**src/common/seep_pkg.sv**
```systemverilog
// Shared constants and types of the serial EEPROM slave engine
package seep_pkg;

  // Register byte addresses on the AHB-Lite slave
  localparam logic [7:0] SEEP_CTRL_OFS = 8'h00;
  localparam logic [7:0] SEEP_STAT_OFS = 8'h04;

  // Control register fields and reset value
  localparam int SEEP_CTRL_EN_BIT = 0;
  localparam logic [31:0] SEEP_CTRL_RST = 32'h0000_0001;

  // Status register field positions
  localparam int SEEP_STAT_BUSY_BIT = 0;
  localparam int SEEP_STAT_ACT_BIT = 1;
  localparam int SEEP_STAT_WP_BIT = 2;
  localparam int SEEP_STAT_PTR_LSB = 8;

  // Array and page geometry
  localparam int SEEP_DEPTH = 256;
  localparam int SEEP_PAGE = 16;
  localparam int SEEP_BYTE_BITS = 8;

  // Four-bit device-type code; value is arbitrary
  localparam logic [3:0] SEEP_DEV_TYPE = 4'h5;

  // Self-timed write cycle, 1.5 ms, at a 50 MHz clock
  localparam int SEEP_TWR_US = 1500;
  localparam int SEEP_CLK_MHZ = 50;
  localparam int SEEP_TWR_CYC = SEEP_TWR_US * SEEP_CLK_MHZ;
  localparam int SEEP_TMR_W = 17;

  // Reset values
  localparam logic [7:0] SEEP_PTR_RST = 8'h00;
  localparam logic [3:0] SEEP_CNT_RST = 4'h0;

  // Chip-select pin levels
  typedef struct packed {
    logic chip_select_bit_high;
    logic chip_select_bit_mid;
    logic chip_select_bit_low;
  } seep_cs_s;

  // Protocol engine states
  typedef enum logic [2:0] {
    SEEP_IDLE,
    SEEP_CTRL,
    SEEP_ADDR,
    SEEP_WDATA,
    SEEP_TX
  } seep_state_e;

endpackage : seep_pkg

```
**src/verilog/seep_core.sv**
```systemverilog
// Two-wire slave protocol engine of a 256-byte serial EEPROM with AHB-Lite status port
//
// The AHB-Lite interface to the registers and the register offsets are this design's own decisions.
`timescale 1ns/1ps

module seep_core
  import seep_pkg::*;
#(
  parameter int WR_CYCLES = SEEP_TWR_CYC
) (
  input wire logic hclk, // System clock
  input wire logic hresetn, // Asynchronous reset, active low
  input wire logic hsel, // AHB slave select
  input wire logic [31:0] haddr, // AHB address
  input wire logic [1:0] htrans, // AHB transfer type
  input wire logic hwrite, // AHB write strobe
  input wire logic [2:0] hsize, // AHB transfer size
  input wire logic [31:0] hwdata, // AHB write data
  input wire logic hready, // AHB bus ready
  output logic [31:0] hrdata, // AHB read data
  output logic hreadyout, // AHB slave ready
  output logic hresp, // AHB response, always OKAY
  input wire logic scl_i, // Serial clock pin
  input wire logic sda_i, // Serial data pin level
  output logic sda_o, // Serial data drive value, always low
  output logic sda_oe, // Serial data pull-down enable
  input wire seep_cs_s cs_pins, // Chip-select pin levels
  input wire logic wp_i // Write-protect pin
);

  // Array, page buffer and protocol state live in one record
  typedef struct packed {
    logic [SEEP_DEPTH-1:0][SEEP_BYTE_BITS-1:0] mem;
    logic [SEEP_PAGE-1:0][SEEP_BYTE_BITS-1:0] pbuf;
    logic [SEEP_PAGE-1:0] pvld;
    logic [7:0] ptr;
    logic [7:0] shreg;
    logic [7:0] txsr;
    logic [3:0] cnt;
    seep_state_e st;
    logic mack;
    logic busy;
    logic [SEEP_TMR_W-1:0] tmr;
    logic scl_m;
    logic scl_s;
    logic scl_p;
    logic sda_m;
    logic sda_s;
    logic sda_p;
    logic [2:0] cs_m;
    logic [2:0] cs_s;
    logic wp_m;
    logic wp_s;
    logic sda_oe;
    logic sda_o;
    logic enable;
    logic [31:0] hrdata;
    logic hreadyout;
    logic hresp;
    logic wr_pend;
    logic [7:0] wr_addr;
  } seep_core_s;

  // Timer counts down to zero, so the load is one less than the cycle count
  localparam logic [SEEP_TMR_W-1:0] TMR_LOAD = SEEP_TMR_W'(WR_CYCLES - 1);

  // Status word: busy, protocol active, protect pin, address pointer
  function automatic logic [31:0] stat_word(input seep_core_s s);
    logic [31:0] w;
    w = 32'h0000_0000;
    w[SEEP_STAT_BUSY_BIT] = s.busy;
    w[SEEP_STAT_ACT_BIT] = (s.st != SEEP_IDLE);
    w[SEEP_STAT_WP_BIT] = s.wp_s;
    w[SEEP_STAT_PTR_LSB +: 8] = s.ptr;
    return w;
  endfunction : stat_word

  seep_core_s q;
  seep_core_s d;

  logic scl_rise;
  logic scl_fall;
  logic start_det;
  logic stop_det;
  logic ahb_go;
  logic [3:0] pidx;
  logic [7:0] bval;
  logic ctl_match;
  logic wr_end;
  logic prot_blk;
  logic commit;
  logic unmapped;
  logic bus_wr;
  logic bus_rd;
  logic [SEEP_PAGE-1:0] page_wr;

  always_comb begin
    scl_rise = q.scl_s & ~q.scl_p;
    scl_fall = ~q.scl_s & q.scl_p;
    // Both clock stages must be high, so a data change near a clock edge is not a condition
    start_det = q.scl_s & q.scl_p & q.sda_p & ~q.sda_s;
    stop_det = q.scl_s & q.scl_p & ~q.sda_p & q.sda_s;
    // Zero wait states: every transfer is taken in the cycle it is offered
    ahb_go = hsel & htrans[1] & hready;
    unmapped = haddr[31:8] != 24'h00_0000;
    bus_wr = ahb_go & hwrite & ~unmapped;
    bus_rd = ahb_go & ~hwrite;
    // Busy or disabled devices stay silent and wait for the next Start
    ctl_match = (q.shreg[7:4] == SEEP_DEV_TYPE) && (q.shreg[3:1] == q.cs_s) && !q.busy && q.enable;
    // An address-only write leaves nothing buffered, so no cycle starts
    wr_end = stop_det && (q.st == SEEP_WDATA) && (q.pvld != '0);
    // Page lies wholly in one half, so the top pointer bit decides protection
    prot_blk = q.wp_s & q.ptr[7];
    // A blocked page still runs the full timed cycle
    commit = wr_end & ~prot_blk;
  end

  // One commit strobe per page buffer entry
  for (genvar g = 0; g < SEEP_PAGE; g++) begin : g_commit
    assign page_wr[g] = commit & q.pvld[g];
  end

  always_comb begin
    d = q;
    pidx = 4'h0;
    bval = 8'h00;

    // Pin synchronisers; the third stage of the lines feeds edge detection
    d.scl_m = scl_i;
    d.scl_s = q.scl_m;
    d.scl_p = q.scl_s;
    d.sda_m = sda_i;
    d.sda_s = q.sda_m;
    d.sda_p = q.sda_s;
    d.cs_m = cs_pins;
    d.cs_s = q.cs_m;
    d.wp_m = wp_i;
    d.wp_s = q.wp_m;

    // Write cycle timer
    if (q.busy) begin
      if (q.tmr == '0) begin
        d.busy = 1'b0;
      end else begin
        d.tmr = q.tmr - 1'b1;
      end
    end

    if (start_det) begin
      // A repeated Start abandons a pending page load without writing
      d.st = SEEP_CTRL;
      d.cnt = SEEP_CNT_RST;
      d.sda_oe = 1'b0;
      d.pvld = '0;
    end else if (stop_det) begin
      d.st = SEEP_IDLE;
      d.cnt = SEEP_CNT_RST;
      d.sda_oe = 1'b0;
      if (wr_end) begin
        d.busy = 1'b1;
        d.tmr = TMR_LOAD;
      end
      for (int i = 0; i < SEEP_PAGE; i++) begin
        if (page_wr[i]) begin
          d.mem[{q.ptr[7:4], 4'(i)}] = q.pbuf[i];
        end
      end
      d.pvld = '0;
    end else if (scl_rise) begin
      // Counter: 0-7 data bits, 8 after the eighth rise, 9 through the acknowledge pulse
      if (q.cnt < 4'd8) begin
        d.shreg = {q.shreg[6:0], q.sda_s};
      end else if (q.st == SEEP_TX) begin
        d.mack = ~q.sda_s;
      end
      if (q.cnt != 4'd9) begin
        d.cnt = q.cnt + 1'b1;
      end
    end else if (scl_fall) begin
      case (q.st)
        SEEP_CTRL: begin
          if (q.cnt == 4'd8) begin
            if (ctl_match) begin
              d.sda_oe = 1'b1;
            end else begin
              d.st = SEEP_IDLE;
            end
          end else if (q.cnt == 4'd9) begin
            d.cnt = SEEP_CNT_RST;
            d.sda_oe = 1'b0;
            if (q.shreg[0]) begin
              d.st = SEEP_TX;
              bval = q.mem[q.ptr];
              d.txsr = bval;
              d.sda_oe = ~bval[7];
              d.ptr = q.ptr + 1'b1;
            end else begin
              d.st = SEEP_ADDR;
            end
          end
        end
        SEEP_ADDR: begin
          if (q.cnt == 4'd8) begin
            d.sda_oe = 1'b1;
            d.ptr = q.shreg;
            d.pvld = '0;
          end else if (q.cnt == 4'd9) begin
            d.cnt = SEEP_CNT_RST;
            d.sda_oe = 1'b0;
            d.st = SEEP_WDATA;
          end
        end
        SEEP_WDATA: begin
          if (q.cnt == 4'd8) begin
            d.sda_oe = 1'b1;
            // The index wraps inside the page, so a long load overwrites the earliest bytes
            pidx = q.ptr[3:0];
            d.pbuf[pidx] = q.shreg;
            d.pvld[pidx] = 1'b1;
            d.ptr = {q.ptr[7:4], q.ptr[3:0] + 4'h1};
          end else if (q.cnt == 4'd9) begin
            d.cnt = SEEP_CNT_RST;
            d.sda_oe = 1'b0;
          end
        end
        SEEP_TX: begin
          if (q.cnt == 4'd8) begin
            d.sda_oe = 1'b0;
          end else if (q.cnt == 4'd9) begin
            d.cnt = SEEP_CNT_RST;
            if (q.mack) begin
              bval = q.mem[q.ptr];
              d.txsr = bval;
              d.sda_oe = ~bval[7];
              d.ptr = q.ptr + 1'b1;
            end else begin
              d.st = SEEP_IDLE;
              d.sda_oe = 1'b0;
            end
          end else if (q.cnt != 4'd0) begin
            // Drive only after the falling edge so bits never move under a high clock
            // Output lags the pin fall by up to three clocks; the master must hold the clock low longer
            d.txsr = {q.txsr[6:0], 1'b0};
            d.sda_oe = ~q.txsr[6];
          end
        end
        SEEP_IDLE: begin
          // Unaddressed: ignore traffic until the next Start
          d.sda_oe = 1'b0;
        end
        default: begin
          d.st = SEEP_IDLE;
          d.sda_oe = 1'b0;
        end
      endcase
    end

    // AHB-Lite slave, zero wait states, always OKAY
    d.hreadyout = 1'b1;
    d.hresp = 1'b0;
    d.sda_o = 1'b0;
    d.wr_pend = 1'b0;
    if (q.wr_pend && q.wr_addr == SEEP_CTRL_OFS) begin
      d.enable = hwdata[SEEP_CTRL_EN_BIT];
    end
    // Writes take effect one cycle later, when the data phase shows hwdata
    if (bus_wr) begin
      d.wr_pend = 1'b1;
      d.wr_addr = haddr[7:0];
    end
    if (bus_rd) begin
      // Unmapped locations read as zero with an OKAY response
      d.hrdata = 32'h0000_0000;
      if (!unmapped && haddr[7:0] == SEEP_CTRL_OFS) begin
        d.hrdata[SEEP_CTRL_EN_BIT] = q.enable;
      end else if (!unmapped && haddr[7:0] == SEEP_STAT_OFS) begin
        d.hrdata = stat_word(q);
      end
    end
  end

  always_ff @(posedge hclk or negedge hresetn) begin
    if (!hresetn) begin
      q <= '0;
      q.ptr <= SEEP_PTR_RST;
      q.cnt <= SEEP_CNT_RST;
      q.st <= SEEP_IDLE;
      // Lines reset idle high so leaving reset cannot fake a Start or Stop
      q.scl_m <= 1'b1;
      q.scl_s <= 1'b1;
      q.scl_p <= 1'b1;
      q.sda_m <= 1'b1;
      q.sda_s <= 1'b1;
      q.sda_p <= 1'b1;
      q.enable <= SEEP_CTRL_RST[SEEP_CTRL_EN_BIT];
      q.hreadyout <= 1'b1;
      // Outputs and write state restart quiet
      q.busy <= 1'b0;
      q.tmr <= '0;
      q.pvld <= '0;
      q.sda_oe <= 1'b0;
      q.sda_o <= 1'b0;
      q.hrdata <= 32'h0000_0000;
      q.hresp <= 1'b0;
      q.wr_pend <= 1'b0;
    end else begin
      q <= d;
    end
  end

  assign hrdata = q.hrdata;
  assign hreadyout = q.hreadyout;
  assign hresp = q.hresp;
  assign sda_o = q.sda_o;
  assign sda_oe = q.sda_oe;

endmodule : seep_core

```
**config.mk**
```make
export PLATFORM = sky130hd
export DESIGN_NAME = seep_core
export DESIGN_NICKNAME = d
export VERILOG_FILES = /design/src/common/seep_pkg.sv /design/src/verilog/seep_core.sv
export SDC_FILE = /design/constraint.sdc
export NUM_CORES = 2
export LEC_CHECK = 0
export ABC_CLOCK_PERIOD_IN_PS = 3730
export BUFFER_PORTS_ARGS = -buffer_cell sky130_fd_sc_hd__buf_2
export CAP_MARGIN = 0
export CORE_ASPECT_RATIO = 1.5
export CORE_MARGIN = 3
export CORE_UTILIZATION = 55
export CTS_CLUSTER_SIZE = 10
export DETAILED_ROUTE_END_ITERATION = 10
export PLACE_DENSITY = 0.71
export SLEW_MARGIN = 10
export SYNTH_ARGS = -nofsm -noshare
export SYNTH_HDL_FRONTEND = slang
export SYNTH_SLANG_ARGS = --single-unit
```
**constraint.sdc**
```tcl
create_clock -name hclk -period 3.73 [get_ports hclk]
set_input_delay 0 -clock hclk [delete_from_list [all_inputs] [get_ports hclk]]
set_output_delay 0 -clock hclk [all_outputs]
set_load 0.005 [all_outputs]
```
==> results.sh <==
export IMPL_relSlewSlack_pct=3.84
export IMPL_clk_latency_ps=850
export IMPL_grt_antenna_before_repair=63
export IMPL_clock_fmax_ghz=0.267
export IMPL_inst_count_dp=9203
export IMPL_yosysTopAreaCell="dfrtp_1"
export IMPL_drt_iter0_drc=7650
export IMPL_crit_path_class="flop to flop"
export IMPL_postSynthCellCount=6683
export IMPL_netlist_area_pre_place_sq_um=104000
export IMPL_async_set_reset_flop_share_out_of_synthesis_pct=100
export IMPL_worst_pin_slew_ps=1440
export IMPL_dpl_instance_area_sq_um=109000
export IMPL_timing_final_max_slew_violations=0
export IMPL_outcome="finished, violations left"
export IMPL_setup_slack_ps=-10.3
export IMPL_synth_largest_type_area_fraction_pct=54.5
export IMPL_htree_levels=5
export IMPL_power_density_nw_per_um2=461
export IMPL_leakage_nw=54.7
export IMPL_wl_per_cell_microns=39.8
export IMPL_critPathMaxFanout=32
export IMPL_synth_warning_count=0
export IMPL_initial_core_utilization_pct=55.3
export IMPL_die_y_microns=539
export IMPL_crit_path_start_kind="flop"
export IMPL_tritoncts_num_buffers=270
export IMPL_timing_final_hold_violations=0
export IMPL_failed_checks="negative setup slack"
export IMPL_clock_sinks=2277
export IMPL_fraction_of_the_cycle_the_final_worst_path_needs_pct=100
export IMPL_clock_tree_buffer_depth=4
export IMPL_post_route_cell_area_sq_um=117000
export IMPL_number_of_synthesized_register_bits=2277
export IMPL_rows=195
export IMPL_ys_types=78
export IMPL_ys_flop_type="dfrtp_1"
export IMPL_finalWirelength_microns=383000
export IMPL_finalNetCount=7160
export IMPL_finalClockSkew_ps=38.4
export IMPL_clk_transition_reported_paths_ps=60
export IMPL_seq_area_frac_synth_pct=54.7
export IMPL_synthToLayoutAreaGrowth_pct=12.6
export IMPL_drt_antenna_violating_nets=0
export IMPL_ios=116
export IMPL_final_common_cell="dfrtp_1"
export IMPL_critPathCaptureType="flop"
export IMPL_most_common_layout_cells="dfrtp_1, mux2_2, mux4_2"
export IMPL_wire_length_of_the_first_global_routing_pass_microns=536000
export IMPL_vdd_ir_drop_worst_mv=0.395
export IMPL_worstPathArrival_ps=4490
export IMPL_drv_cap=0
export IMPL_layout_min_cycle_time_ps=3740
export IMPL_routed_via_count=67600
export IMPL_route_detailed_drc=0
export IMPL_synth_enable_flop_cells=0
export IMPL_track_usage_pct=39.4
export IMPL_drt_pass1_iter_count=7
export IMPL_floorplan_core_area_sq_um=188000
export IMPL_globalplace_congestion=1.04
export IMPL_pin_count_of_the_biggest_net_entering_global_routing=180
export IMPL_setup_violations=1
export IMPL_fin_cells=9616
export IMPL_design_die_area_sq_um=195000
export IMPL_drive_gt1_share_pct=53.5
export IMPL_critical_path_required_ps=4470
export IMPL_detail_route_vias_per_cell=7.03
export IMPL_port_bufs=56
export IMPL_floorplan_die_width_microns=361
export IMPL_ff2ff_setup_slack_ps=-10
export IMPL_first_global_vias=69700
export IMPL_postSynthAreaPerCell_sq_um=15.6
export IMPL_cts_root_buffer="clkbuf_16"
export IMPL_grt_remaining_overflow=0
export IMPL_hpwlAfterDp_microns=252000
export IMPL_timing_setup_tns_ps=-10.3
export IMPL_min_delay_path_class="primary input to async pin"
export IMPL_yosys_top_cells_area="dfrtp_1, mux2_2, mux4_2, mux2i_1, nor2_4"
export IMPL_tritoncts="yes"
## worst max-delay path: stages, from the launching register on
cell      delay [ps]
dfrtp_4          640
buf_4            190
buf_12           180
buf_12           290
mux4_2           300
nor2_1            40
nor2_1           430
o21ai_0          200
a311oi_2         730
buf_4            220
o311ai_0         170
a31oi_1          180
## per-stage QoR
step	power (mW)	hold WS [ps]	utilization, %	setup WS (ps)
finish	54.1	53.8	62.3	-10.3
CTS	54.1	71.4	62.2	36.7
global route	55.5	86.3	62.2	-14.3
floorplan	28.8	-296	-	799
detailed placement	31.1	-1.99	58.0	-45.6
global placement	31.1	-10.9	58.0	-146
## path summary, 6_finish.rpt
check,start,end,depth (start not counted)
max,q[102],q[90],11
min,hresetn,q[1795],3
max reg2reg,q[102],q[90],11
min reg2reg,d[49],q[49],0
max in group asynchronous,hresetn,q[977],3
min in group hclk,scl_i,d[58],3
## Yosys cell counts (all sizes together) (15+ instances only)
| cell type | number |
|---|---|
| dfrtp | 2270 |
| mux2 | 2196 |
| mux4 | 505 |
| nor2 | 343 |
| buf | 278 |
| nand2 | 178 |
| mux2i | 166 |
| clkbuf | 156 |
| o21ai | 81 |
| nand3 | 50 |
| a21oi | 46 |
| a22oi | 46 |
| a31oi | 26 |
| a22o | 23 |
| o22ai | 20 |
| a32oi | 19 |
| nor4 | 19 |
| and3 | 18 |
| nor3 | 17 |
| inv | 16 |
| nor2b | 16 |
| a221oi | 15 |
## registers in the layout, indices dropped and copies added, names as in the netlist
register  flops
d             8
sda_oe        1
q          2257
hrdata       11
## where the power goes
part	switching, mW	leakage (nW)	internal (mW)
combinational	3.68	19.5	2.17
sequential	0.115	31.7	24.8
clock	9.95	3.57	13.4
## final cells by class
class / instances / area (sq um)
Sequential cell: 2277 / 57100
Timing Repair Buffer: 524 / 4700
Fill cell: 13800 / 71100
Clock buffer: 305 / 7070
Multi-Input combinational cell: 3976 / 45000
Clock inverter: 17 / 211
Tap cell: 2462 / 3080
Inverter: 18 / 72.6
Antenna cell: 37 / 92.6
## layer usage
metal	vias to the layer above	part of all wire (%)	track usage, %
li1	25500	-	-
met1	36400	34	47.0
met2	4196	46	60.9
met3	1427	9.6	10.3
met4	26	9.6	31.2
met5	-	0.043	0
## kinds of logic (layout without fill, tap and decap cells)
logic type      count (synthesis)  in the layout  synth area share (%)
flops                        2277           2277                  54.7
mux                          2867           2867                  36.2
xor+xnor                       17             17                 0.143
simple gates                  700            700                  4.17
buf+inv                       452            864                  2.24
compound gates                355            355                  2.33
fa+ha+maj                      13             13                 0.156
other cells                     2             61               0.00721
## timing repair
item / 4_1_cts / 5_1_grt
hold buffers: 49 / 0
hold endpoints to repair: 1641 / 0
pin swaps: 0 / 0
gates resized for setup: 1 / 4
endpoints found under the setup margin: 1 / 4
buffers inserted: 0 / 5
gates cloned: 0 / 0
Note: power is estimated with default switching activity, not from simulation.
